**src/pkg/bsctap_defines.svh**
```systemverilog
// constants of the boundary-scan test access port
// assumes inclusion by bare name from the package and the rtl files
// Operation
// five test signals: test clock, mode select, data in, data out, reset low
// reset low forces test-logic-reset at once, no test clock needed
// five rising test clock edges with mode high reach test-logic-reset
// in test-logic-reset logic is idle and identification instruction is loaded
// controller moves only on rising test clock, steered by sampled mode
// capture-data loads selected register; others keep their contents
// shift-data moves selected register toward lsb, data in at msb
// update-data loads output latches on falling test clock edge
// capture-instruction loads a fixed pattern into the instruction stage
// shift-instruction moves instruction stage toward lsb, lsb to data out
// instruction shifted in becomes current on falling edge in update-instruction
// pause states hold all register contents unchanged
// bypass puts one bit between data in and data out
// external test: boundary chain samples inputs, update drives outputs
// sample: boundary chain captures all input and output levels
// identification: fixed code shifts out during shift-data
// chain test: boundary chain captures the identification code
// identification code readable only through the serial port
// boundary chain has one cell per digital input and output
// three-bit instruction: 000 extest, 001 id, 010 sample, 101 chain, else bypass
// standard sixteen-state controller graph
// 32-bit identification register, lsb fixed at one
`ifndef BSCTAP_DEFINES_SVH
`define BSCTAP_DEFINES_SVH

`define BSCTAP_IR_W        3
`define BSCTAP_IR_EXTEST   3'h0
`define BSCTAP_IR_IDCODE   3'h1
`define BSCTAP_IR_SAMPLE   3'h2
`define BSCTAP_IR_CHAIN    3'h5
`define BSCTAP_IR_CAPTURE  3'h1
`define BSCTAP_ID_W        32
`define BSCTAP_BSR_LEN     636
`define BSCTAP_TLR_TMS_CNT 3'h5
`define BSCTAP_SYNC_W      3

`endif

```
**src/pkg/bsctap_pkg.sv**
```systemverilog
// types of the boundary-scan test access port
// assumes the defines header is on the include path
`include "bsctap_defines.svh"
package bsctap_pkg;

  // sixteen controller states
  typedef enum logic [3:0] {
    TAP_RESET, TAP_IDLE, TAP_SEL_DR, TAP_CAP_DR, TAP_SHIFT_DR, TAP_EXIT1_DR,
    TAP_PAUSE_DR, TAP_EXIT2_DR, TAP_UPD_DR, TAP_SEL_IR, TAP_CAP_IR,
    TAP_SHIFT_IR, TAP_EXIT1_IR, TAP_PAUSE_IR, TAP_EXIT2_IR, TAP_UPD_IR
  } bsctap_state_t;

  // serial path chosen by the current instruction
  typedef enum logic [1:0] {
    SEL_BSR, SEL_ID, SEL_BYP
  } bsctap_sel_t;

  // test pins sampled by the core clock
  typedef struct packed {
    logic tck;
    logic tms;
    logic tdi;
  } bsctap_pins_t;

  // serial output pin pair
  typedef struct packed {
    logic tdo;
    logic tdoEn;
  } bsctap_out_t;

endpackage : bsctap_pkg

```
**src/rtl/bsctap_pin_sync.sv**
```systemverilog
// three-stage synchroniser with agreement filter for the test pins
// assumes asynchronous pins and a free-running core clock
`timescale 1ns/1ps
`default_nettype none
`include "bsctap_defines.svh"
module bsctap_pin_sync (
  input  wire logic                      clk,
  input  wire logic                      rst,
  input  wire bsctap_pkg::bsctap_pins_t  pinsIn,
  output logic [`BSCTAP_SYNC_W-1:0]      pinsLvl
);

  logic [`BSCTAP_SYNC_W-1:0] s1_q;
  logic [`BSCTAP_SYNC_W-1:0] s2_q;
  logic [`BSCTAP_SYNC_W-1:0] s3_q;
  logic [`BSCTAP_SYNC_W-1:0] lvl_q;
  logic [`BSCTAP_SYNC_W-1:0] lvl_d;

  // a change counts only once stages two and three agree
  always_comb
  begin
    for (int i = 0; i < `BSCTAP_SYNC_W; i++)
    begin
      lvl_d[i] = (s2_q[i] == s3_q[i]) ? s3_q[i] : lvl_q[i];
    end
  end

  // stage one feeds only stage two
  always_ff @(posedge clk or posedge rst)
  begin
    if (rst)
    begin
      s1_q  <= '0;
      s2_q  <= '0;
      s3_q  <= '0;
      lvl_q <= '0;
    end
    else
    begin
      s1_q  <= pinsIn;
      s2_q  <= s1_q;
      s3_q  <= s2_q;
      lvl_q <= lvl_d;
    end
  end

  assign pinsLvl = lvl_q;

endmodule : bsctap_pin_sync
`default_nettype wire

```
**src/rtl/bsctap_top.sv**
```systemverilog
// test access port controller, instruction, bypass, id and boundary registers
// assumes test clock far slower than clk; pads and core levels wired by the chip
`timescale 1ns/1ps
`default_nettype none
`include "bsctap_defines.svh"
module bsctap_top #(
  parameter logic [`BSCTAP_ID_W-1:0] ID_CODE = 32'h0abc_d001  // arbitrary value, lsb one
) (
  input  wire logic                         clk,
  input  wire logic                         rst,
  input  wire bsctap_pkg::bsctap_pins_t     tapPins,
  input  wire logic                         trstN,
  input  wire logic [`BSCTAP_BSR_LEN-1:0]   pinLevels,
  input  wire logic [`BSCTAP_BSR_LEN-1:0]   coreOut,
  output bsctap_pkg::bsctap_out_t           tapOut,
  output logic [`BSCTAP_BSR_LEN-1:0]        padDrive,
  output logic                              extestActive
);

  logic [`BSCTAP_SYNC_W-1:0]     lvl;
  bsctap_pkg::bsctap_pins_t      lvlPins;
  logic                          tckLvl;
  logic                          tmsLvl;
  logic                          tdiLvl;
  logic                          tckPrev_q;
  logic                          tckRise;
  logic                          tckFall;
  logic                          tapRst;
  bsctap_pkg::bsctap_state_t     state_q;
  bsctap_pkg::bsctap_state_t     state_d;
  bsctap_pkg::bsctap_sel_t       sel;
  logic [`BSCTAP_IR_W-1:0]       irSh_q;
  logic [`BSCTAP_IR_W-1:0]       irSh_d;
  logic [`BSCTAP_IR_W-1:0]       irCur_q;
  logic [`BSCTAP_IR_W-1:0]       irCur_d;
  logic                          bypass_q;
  logic                          bypass_d;
  logic [`BSCTAP_ID_W-1:0]       idSh_q;
  logic [`BSCTAP_ID_W-1:0]       idSh_d;
  logic [`BSCTAP_BSR_LEN-1:0]    bsrSh_q;
  logic [`BSCTAP_BSR_LEN-1:0]    bsrSh_d;
  logic [`BSCTAP_BSR_LEN-1:0]    bsrUpd_q;
  logic [`BSCTAP_BSR_LEN-1:0]    bsrUpd_d;
  bsctap_pkg::bsctap_out_t       out_q;
  bsctap_pkg::bsctap_out_t       out_d;
  logic [`BSCTAP_BSR_LEN-1:0]    pad_q;
  logic [`BSCTAP_BSR_LEN-1:0]    pad_d;
  logic                          ext_q;
  logic                          ext_d;
  logic [2:0]                    tmsOnes_q;
  logic [2:0]                    tmsOnes_d;

  // instruction decode
  function automatic bsctap_pkg::bsctap_sel_t decodeIr(input logic [`BSCTAP_IR_W-1:0] ir);
    case (ir)
      `BSCTAP_IR_EXTEST, `BSCTAP_IR_SAMPLE, `BSCTAP_IR_CHAIN: decodeIr = bsctap_pkg::SEL_BSR;
      `BSCTAP_IR_IDCODE:                                      decodeIr = bsctap_pkg::SEL_ID;
      default:                                                decodeIr = bsctap_pkg::SEL_BYP;
    endcase
  endfunction : decodeIr

  // standard controller graph
  function automatic bsctap_pkg::bsctap_state_t nextState(input bsctap_pkg::bsctap_state_t s,
                                                          input logic tms);
    case (s)
      bsctap_pkg::TAP_RESET:    nextState = tms ? bsctap_pkg::TAP_RESET    : bsctap_pkg::TAP_IDLE;
      bsctap_pkg::TAP_IDLE:     nextState = tms ? bsctap_pkg::TAP_SEL_DR   : bsctap_pkg::TAP_IDLE;
      bsctap_pkg::TAP_SEL_DR:   nextState = tms ? bsctap_pkg::TAP_SEL_IR   : bsctap_pkg::TAP_CAP_DR;
      bsctap_pkg::TAP_CAP_DR:   nextState = tms ? bsctap_pkg::TAP_EXIT1_DR : bsctap_pkg::TAP_SHIFT_DR;
      bsctap_pkg::TAP_SHIFT_DR: nextState = tms ? bsctap_pkg::TAP_EXIT1_DR : bsctap_pkg::TAP_SHIFT_DR;
      bsctap_pkg::TAP_EXIT1_DR: nextState = tms ? bsctap_pkg::TAP_UPD_DR   : bsctap_pkg::TAP_PAUSE_DR;
      bsctap_pkg::TAP_PAUSE_DR: nextState = tms ? bsctap_pkg::TAP_EXIT2_DR : bsctap_pkg::TAP_PAUSE_DR;
      bsctap_pkg::TAP_EXIT2_DR: nextState = tms ? bsctap_pkg::TAP_UPD_DR   : bsctap_pkg::TAP_SHIFT_DR;
      bsctap_pkg::TAP_UPD_DR:   nextState = tms ? bsctap_pkg::TAP_SEL_DR   : bsctap_pkg::TAP_IDLE;
      bsctap_pkg::TAP_SEL_IR:   nextState = tms ? bsctap_pkg::TAP_RESET    : bsctap_pkg::TAP_CAP_IR;
      bsctap_pkg::TAP_CAP_IR:   nextState = tms ? bsctap_pkg::TAP_EXIT1_IR : bsctap_pkg::TAP_SHIFT_IR;
      bsctap_pkg::TAP_SHIFT_IR: nextState = tms ? bsctap_pkg::TAP_EXIT1_IR : bsctap_pkg::TAP_SHIFT_IR;
      bsctap_pkg::TAP_EXIT1_IR: nextState = tms ? bsctap_pkg::TAP_UPD_IR   : bsctap_pkg::TAP_PAUSE_IR;
      bsctap_pkg::TAP_PAUSE_IR: nextState = tms ? bsctap_pkg::TAP_EXIT2_IR : bsctap_pkg::TAP_PAUSE_IR;
      bsctap_pkg::TAP_EXIT2_IR: nextState = tms ? bsctap_pkg::TAP_UPD_IR   : bsctap_pkg::TAP_SHIFT_IR;
      bsctap_pkg::TAP_UPD_IR:   nextState = tms ? bsctap_pkg::TAP_SEL_DR   : bsctap_pkg::TAP_IDLE;
      default:                  nextState = bsctap_pkg::TAP_RESET;
    endcase
  endfunction : nextState

  // test clock, mode and data pins cross into clk here
  bsctap_pin_sync u_sync (
    .clk     (clk),
    .rst     (rst),
    .pinsIn  (tapPins),
    .pinsLvl (lvl)
  );

  // filtered levels read back through the pin struct, no bare bit positions
  assign lvlPins = lvl;
  assign tckLvl  = lvlPins.tck;
  assign tmsLvl  = lvlPins.tms;
  assign tdiLvl  = lvlPins.tdi;
  assign tckRise = tckLvl & ~tckPrev_q;
  assign tckFall = ~tckLvl & tckPrev_q;
  // reset pin acts as an asynchronous reset of the controller
  assign tapRst  = rst | ~trstN;
  assign sel     = decodeIr(irCur_q);

  // controller and all scan registers
  always_comb
  begin
    state_d  = state_q;
    irSh_d   = irSh_q;
    irCur_d  = irCur_q;
    bypass_d = bypass_q;
    idSh_d   = idSh_q;
    bsrSh_d  = bsrSh_q;
    bsrUpd_d = bsrUpd_q;
    out_d    = out_q;
    // moves only on rising test clock
    if (tckRise)
    begin
      state_d = nextState(state_q, tmsLvl);
      case (state_q)
        // capture into the selected register only
        bsctap_pkg::TAP_CAP_DR:
        begin
          if (sel == bsctap_pkg::SEL_BYP)
          begin
            bypass_d = 1'b0;
          end
          else if (sel == bsctap_pkg::SEL_ID)
          begin
            // fixed code loaded for shifting
            idSh_d = ID_CODE;
          end
          else if (irCur_q == `BSCTAP_IR_CHAIN)
          begin
            // chain test captures the code, not pins
            bsrSh_d = {{(`BSCTAP_BSR_LEN-`BSCTAP_ID_W){1'b0}}, ID_CODE};
          end
          else
          begin
            // every cell samples its pin level
            bsrSh_d = pinLevels;
          end
        end
        // shift toward lsb, data in at msb
        bsctap_pkg::TAP_SHIFT_DR:
        begin
          case (sel)
            bsctap_pkg::SEL_BYP: bypass_d = tdiLvl;
            bsctap_pkg::SEL_ID:  idSh_d   = {tdiLvl, idSh_q[`BSCTAP_ID_W-1:1]};
            default:             bsrSh_d  = {tdiLvl, bsrSh_q[`BSCTAP_BSR_LEN-1:1]};
          endcase
        end
        // fixed pattern into instruction stage
        bsctap_pkg::TAP_CAP_IR:
        begin
          irSh_d = `BSCTAP_IR_CAPTURE;
        end
        // instruction shift toward lsb
        bsctap_pkg::TAP_SHIFT_IR:
        begin
          irSh_d = {tdiLvl, irSh_q[`BSCTAP_IR_W-1:1]};
        end
        // pause, exit and other states hold contents
        default:
        begin
          irSh_d = irSh_q;
        end
      endcase
    end
    // falling edge: update latches and data out
    if (tckFall)
    begin
      // update latches from the shift stage
      if (state_q == bsctap_pkg::TAP_UPD_DR && sel == bsctap_pkg::SEL_BSR)
      begin
        bsrUpd_d = bsrSh_q;
      end
      // shifted instruction becomes current
      if (state_q == bsctap_pkg::TAP_UPD_IR)
      begin
        irCur_d = irSh_q;
      end
      // lsb of the active stage drives data out
      out_d.tdoEn = (state_q == bsctap_pkg::TAP_SHIFT_DR) || (state_q == bsctap_pkg::TAP_SHIFT_IR);
      if (state_q == bsctap_pkg::TAP_SHIFT_IR)
      begin
        out_d.tdo = irSh_q[0];
      end
      else
      begin
        case (sel)
          bsctap_pkg::SEL_BYP: out_d.tdo = bypass_q;
          bsctap_pkg::SEL_ID:  out_d.tdo = idSh_q[0];
          default:             out_d.tdo = bsrSh_q[0];
        endcase
      end
    end
    // reset state holds the identification instruction
    if (state_q == bsctap_pkg::TAP_RESET)
    begin
      irCur_d = `BSCTAP_IR_IDCODE;
    end
  end

  // reset pin low forces reset state without any clock
  always_ff @(posedge clk or posedge tapRst)
  begin
    if (tapRst)
    begin
      state_q   <= bsctap_pkg::TAP_RESET;
      irSh_q    <= `BSCTAP_IR_CAPTURE;
      irCur_q   <= `BSCTAP_IR_IDCODE;
      bypass_q  <= 1'b0;
      idSh_q    <= '0;
      bsrSh_q   <= '0;
      bsrUpd_q  <= '0;
      out_q     <= '0;
    end
    else
    begin
      state_q   <= state_d;
      irSh_q    <= irSh_d;
      irCur_q   <= irCur_d;
      bypass_q  <= bypass_d;
      idSh_q    <= idSh_d;
      bsrSh_q   <= bsrSh_d;
      bsrUpd_q  <= bsrUpd_d;
      out_q     <= out_d;
    end
  end

  // pads follow the core unless external test is current
  always_comb
  begin
    ext_d = (irCur_q == `BSCTAP_IR_EXTEST) && (state_q != bsctap_pkg::TAP_RESET);
    pad_d = ext_q ? bsrUpd_q : coreOut;
    // helper count of consecutive high mode samples, saturating
    tmsOnes_d = tmsOnes_q;
    if (tckRise)
    begin
      tmsOnes_d = tmsLvl ? ((tmsOnes_q == `BSCTAP_TLR_TMS_CNT) ? tmsOnes_q : tmsOnes_q + 3'h1) : 3'h0;
    end
  end

  // pad mux registered so every output is a flop; costs one clk of latency
  always_ff @(posedge clk or posedge rst)
  begin
    if (rst)
    begin
      tckPrev_q <= 1'b0;
      ext_q     <= 1'b0;
      pad_q     <= '0;
      tmsOnes_q <= '0;
    end
    else
    begin
      tckPrev_q <= tckLvl;
      ext_q     <= ext_d;
      pad_q     <= pad_d;
      tmsOnes_q <= tmsOnes_d;
    end
  end

  assign tapOut       = out_q;
  assign padDrive     = pad_q;
  assign extestActive = ext_q;

  // reset pin gives reset state next cycle
  property p_trst_reset;
    @(posedge clk) disable iff (rst) !trstN |=> (state_q == bsctap_pkg::TAP_RESET);
  endproperty
  a_trst_reset: assert property (p_trst_reset) else $error("reset pin did not reset controller");

  // five high mode samples reach reset
  property p_tms_five;
    @(posedge clk) disable iff (tapRst) (tmsOnes_q == `BSCTAP_TLR_TMS_CNT) |-> (state_q == bsctap_pkg::TAP_RESET);
  endproperty
  a_tms_five: assert property (p_tms_five) else $error("five high mode edges missed reset");

  // reset state loads identification instruction
  property p_ir_idcode;
    @(posedge clk) disable iff (tapRst) (state_q == bsctap_pkg::TAP_RESET) |=> (irCur_q == `BSCTAP_IR_IDCODE);
  endproperty
  a_ir_idcode: assert property (p_ir_idcode) else $error("instruction not id in reset");

  // no move without a rising test clock
  property p_state_hold;
    @(posedge clk) disable iff (tapRst) !tckRise |=> $stable(state_q);
  endproperty
  a_state_hold: assert property (p_state_hold) else $error("state moved without test clock");

  // bypass takes the data in level
  property p_bypass_shift;
    @(posedge clk) disable iff (tapRst)
      (tckRise && state_q == bsctap_pkg::TAP_SHIFT_DR && sel == bsctap_pkg::SEL_BYP) |=> (bypass_q == $past(tdiLvl));
  endproperty
  a_bypass_shift: assert property (p_bypass_shift) else $error("bypass bit not loaded");

  // fixed instruction capture
  property p_capture_ir;
    @(posedge clk) disable iff (tapRst)
      (tckRise && state_q == bsctap_pkg::TAP_CAP_IR) |=> (irSh_q == `BSCTAP_IR_CAPTURE) ##1 (state_q != bsctap_pkg::TAP_CAP_IR);
  endproperty
  a_capture_ir: assert property (p_capture_ir) else $error("instruction capture wrong");

  // update takes the shift stage
  property p_update_ir;
    @(posedge clk) disable iff (tapRst)
      (tckFall && state_q == bsctap_pkg::TAP_UPD_IR) |=> (irCur_q == $past(irSh_q));
  endproperty
  a_update_ir: assert property (p_update_ir) else $error("instruction update wrong");

  // identification capture
  property p_id_capture;
    @(posedge clk) disable iff (tapRst)
      (tckRise && state_q == bsctap_pkg::TAP_CAP_DR && sel == bsctap_pkg::SEL_ID) |=> (idSh_q == ID_CODE);
  endproperty
  a_id_capture: assert property (p_id_capture) else $error("id code not captured");

endmodule : bsctap_top
`default_nettype wire

```
**config.mk**
```make
export PLATFORM = sky130hd
export DESIGN_NAME = bsctap_top
export DESIGN_NICKNAME = d
export VERILOG_FILES = /design/src/pkg/bsctap_pkg.sv /design/src/rtl/bsctap_pin_sync.sv /design/src/rtl/bsctap_top.sv
export VERILOG_INCLUDE_DIRS = /design/src /design/src/pkg
export SDC_FILE = /design/constraint.sdc
export NUM_CORES = 2
export LEC_CHECK = 0
export BUFFER_PORTS_ARGS = -buffer_cell sky130_fd_sc_hd__buf_4
export CORE_AREA = 2 2 750 752
export DETAILED_ROUTE_END_ITERATION = 8
export DIE_AREA = 0 0 752 754
export MAX_ROUTING_LAYER = met4
export SLEW_MARGIN = 25
export SYNTH_ARGS = -nofsm -noshare
export SYNTH_HDL_FRONTEND = slang
export SYNTH_SLANG_ARGS = --single-unit
```
**constraint.sdc**
```tcl
create_clock -name clk -period 81.4 [get_ports clk]
set_input_delay 4.07 -clock clk [delete_from_list [all_inputs] [get_ports clk]]
set_output_delay 4.07 -clock clk [all_outputs]
set_load 0.01 [all_outputs]
```
==> reports/metrics.csv <==
metric;value;unit
die_h;754;um
synth_area;0.0768;mm^2
num_vias;57765;
fin_util;0.192;
final_max_slew_viol_count;0;
power_frac_clock;0.404;
synth_area_leaders;dfrtp_1 64%, mux2_2 18%, a22oi_1 6.1%;
cts_buffers;219;
cp.required;82260;ps
ir_drop;0.0000177;V
core-area;0.559;mm^2
drive_above_1_share;0.467;
cp-end-kind;asynchronous set/reset pin;
switching_share;0.291;
worstPathArrival;10870;ps
syn-num-nets;7062;
die_area;0.567;mm^2
gr-total-overflow;0;
postCtsHoldBufs;0;
dp_hpwl;349000;um
fin_tns_setup;0;ps
max-clock-path-buffers;4;
finalInstanceArea;0.108;mm^2
hold_slack;351;ps
io_pins;1917;
grt_setup_unrepaired;false;
synth_edf_count;0;
yosysWarnings;0;
clock.fmax;0.0999;GHz
min_path_type;flop to flop;
initial_utilization;0.137;
avgSynthCellArea;13.3;um^2
post-cts-setup-buffers;0;
cts_resized;0;
internal_power;0.00179;W
ys.flop_type;dfrtp_1;
port_buffers;1916;
layout_commonest_cell;buf_4;
finalHoldViolCount;0;
cts_sinks;1967;
p_switching;0.000734;W
ys_ff_latch;1967;
grt_max_degree;228;
wl_per_cell;27.1;um
yosysTopAreaCell;dfrtp_1;
nNetsFinal;8852;
fillers;60900;
clk_pin_slew;60;ps
grt.total_usage;0.146;
cts-htree-levels;4;
tightestPinTransition;1090;ps
layout-area-overhead-vs-synth;40.1;%
worstSetupPathType;input port to asynchronous set/reset pin;
pwr-share-seq;0.428;
finClkSkew;69.7;ps
p_leak;50.9;nW
power.density;23.5;mW/mm^2
async_flop_share;1.00;
antenna_found_initial;392;
syn-instance-count;5784;
drt-total-wl;421000;um
status;finished clean;
slew_headroom;0.270;
postRouteAntennaNets;0;
cts-root-buf;clkbuf_16;
synth_top_cell_area_share;0.640;
routed_via_density;3.72;
ys_seq_area_frac;0.641;
max_cap_violations;0;
fp.dieW;752;um
placementRows;275;
crit_fanout;133;
place_area;0.0995;mm^2
place.gp.congestion;0.988;
firstDrtPassIters;6;
grt_pass1_wl;542000;um
drt_first_iter_violations;5524;
ys_types;46;
grt_pass1_vias;55694;
setup_violations;0;
mostFrequentLayoutCells;2,003 x buf_4, 1,964 x dfrtp_1, 1,242 x mux2_2;
cts_tree;built;
startpoint_type;input port;
drc_errors;0;
fin_crit_sh;0.123;
power_frac_comb;0.167;
clk_latency;940;ps
period_minus_slack;10010;ps
## cell usage after synthesis (2+ instances only)
library cell,number
buf_1,26
clkbuf_1,273
and3b_1,2
nor3_1,3
o21ai_1,320
inv_1,8
a21oi_1,8
nor2_1,23
nor3b_2,2
dfrtp_1,1965
buf_2,132
mux2i_1,4
nand2b_1,2
o31ai_1,2
o21ai_0,354
o22ai_1,12
maj3_1,3
a31oi_1,4
nand2_1,700
o2111ai_1,2
buf_4,7
nand3_1,2
a22oi_1,624
mux2_1,32
nor2b_1,6
mux2_2,1242
dfstp_2,2
o211ai_1,2
buf_6,5
## worst paths after layout
kind                                start        endpoint  slack, ps  depth (start not counted)
max                                   rst    bsrUpd_q[71]      71390                         11
min                        u_sync.s1_q[0]  u_sync.s2_q[0]        350                          0
max reg2reg                  extestActive   padDrive[220]      74970                          8
min reg2reg                u_sync.s1_q[0]  u_sync.s2_q[0]        350                          0
max in group clk             extestActive   padDrive[220]      74970                          8
min in group asynchronous             rst   padDrive[354]       3150                          2
## critical path: stages
cell and delay [ps]:
buf_4 140, nor2b_4 100, buf_4 610, buf_4 700, buf_4 700, buf_4 640, buf_4 680, buf_4 740
buf_4 570, buf_4 750, buf_12 500
## metal layers
metal  wire length (um)  vias to the layer above  global-route usage
met5                  0                        -                   -
met3              63600                      655              0.0838
met4              23400                        0              0.0721
met2             169000                     2984               0.194
met1             165000                    29490               0.174
li1                   -                    24636                   -
## logic make-up (layout without fill, tap and decap cells)
kind of cell    count (synthesis)  count (layout)  share of synthesized area
compound gates               1336            1336                      0.108
simple gates                  749             749                     0.0380
fa+ha+maj                       3               3                   0.000391
flops                        1967            1967                      0.641
other cells                     0             283                          0
buf+inv                       451            2414                     0.0250
mux                          1278            1278                      0.187
## layout make-up
type                       count  area (um^2)  area share
timing repair buffer        2012        15200       0.141
clock buffer                 317         6360      0.0591
multi-input combinational   3366        25700       0.239
tap                         7479         9360      0.0870
sequential                  1967        49200       0.458
inverter                       8         37.5    0.000349
antenna                      283          708     0.00658
clock inverter                77          978     0.00909
## flip-flops by register name (all words and copies together) (netlist names)
signal / count
u_sync.s3_q: 3
bsrSh_q: 636
tckPrev_q: 1
bypass_q: 1
irCur_q: 3
u_sync.s2_q: 3
state_q: 4
u_sync.s1_q: 3
irSh_q: 3
extestActive: 1
bsrUpd_q: 636
tapOut: 2
idSh_q: 32
padDrive: 636
u_sync.pinsLvl: 3
## power by group through the flow
| stage | Sequential [W] | Clock [W] | Combinational, W |
|---|---|---|---|
| global placement | 0.00110 | 0 | 0.000419 |
| finish | 0.00108 | 0.00102 | 0.000423 |
| global route | 0.00109 | 0.00108 | 0.000460 |
| floorplan | 0.00108 | 0 | 0.000237 |
| detailed placement | 0.00110 | 0 | 0.000422 |
| CTS | 0.00108 | 0.00104 | 0.000423 |
## through the flow
step                      setup WS (ps)  total power (W)  instances
after floorplan                   29620          0.00132       5784
after global placement            70420          0.00152      14832
after detailed placement          70310          0.00152      14832
after CTS                         71320          0.00255      15226
after global routing              70480          0.00263      15476
final                             71390          0.00252      15509
(Power assumes the default switching activity.)
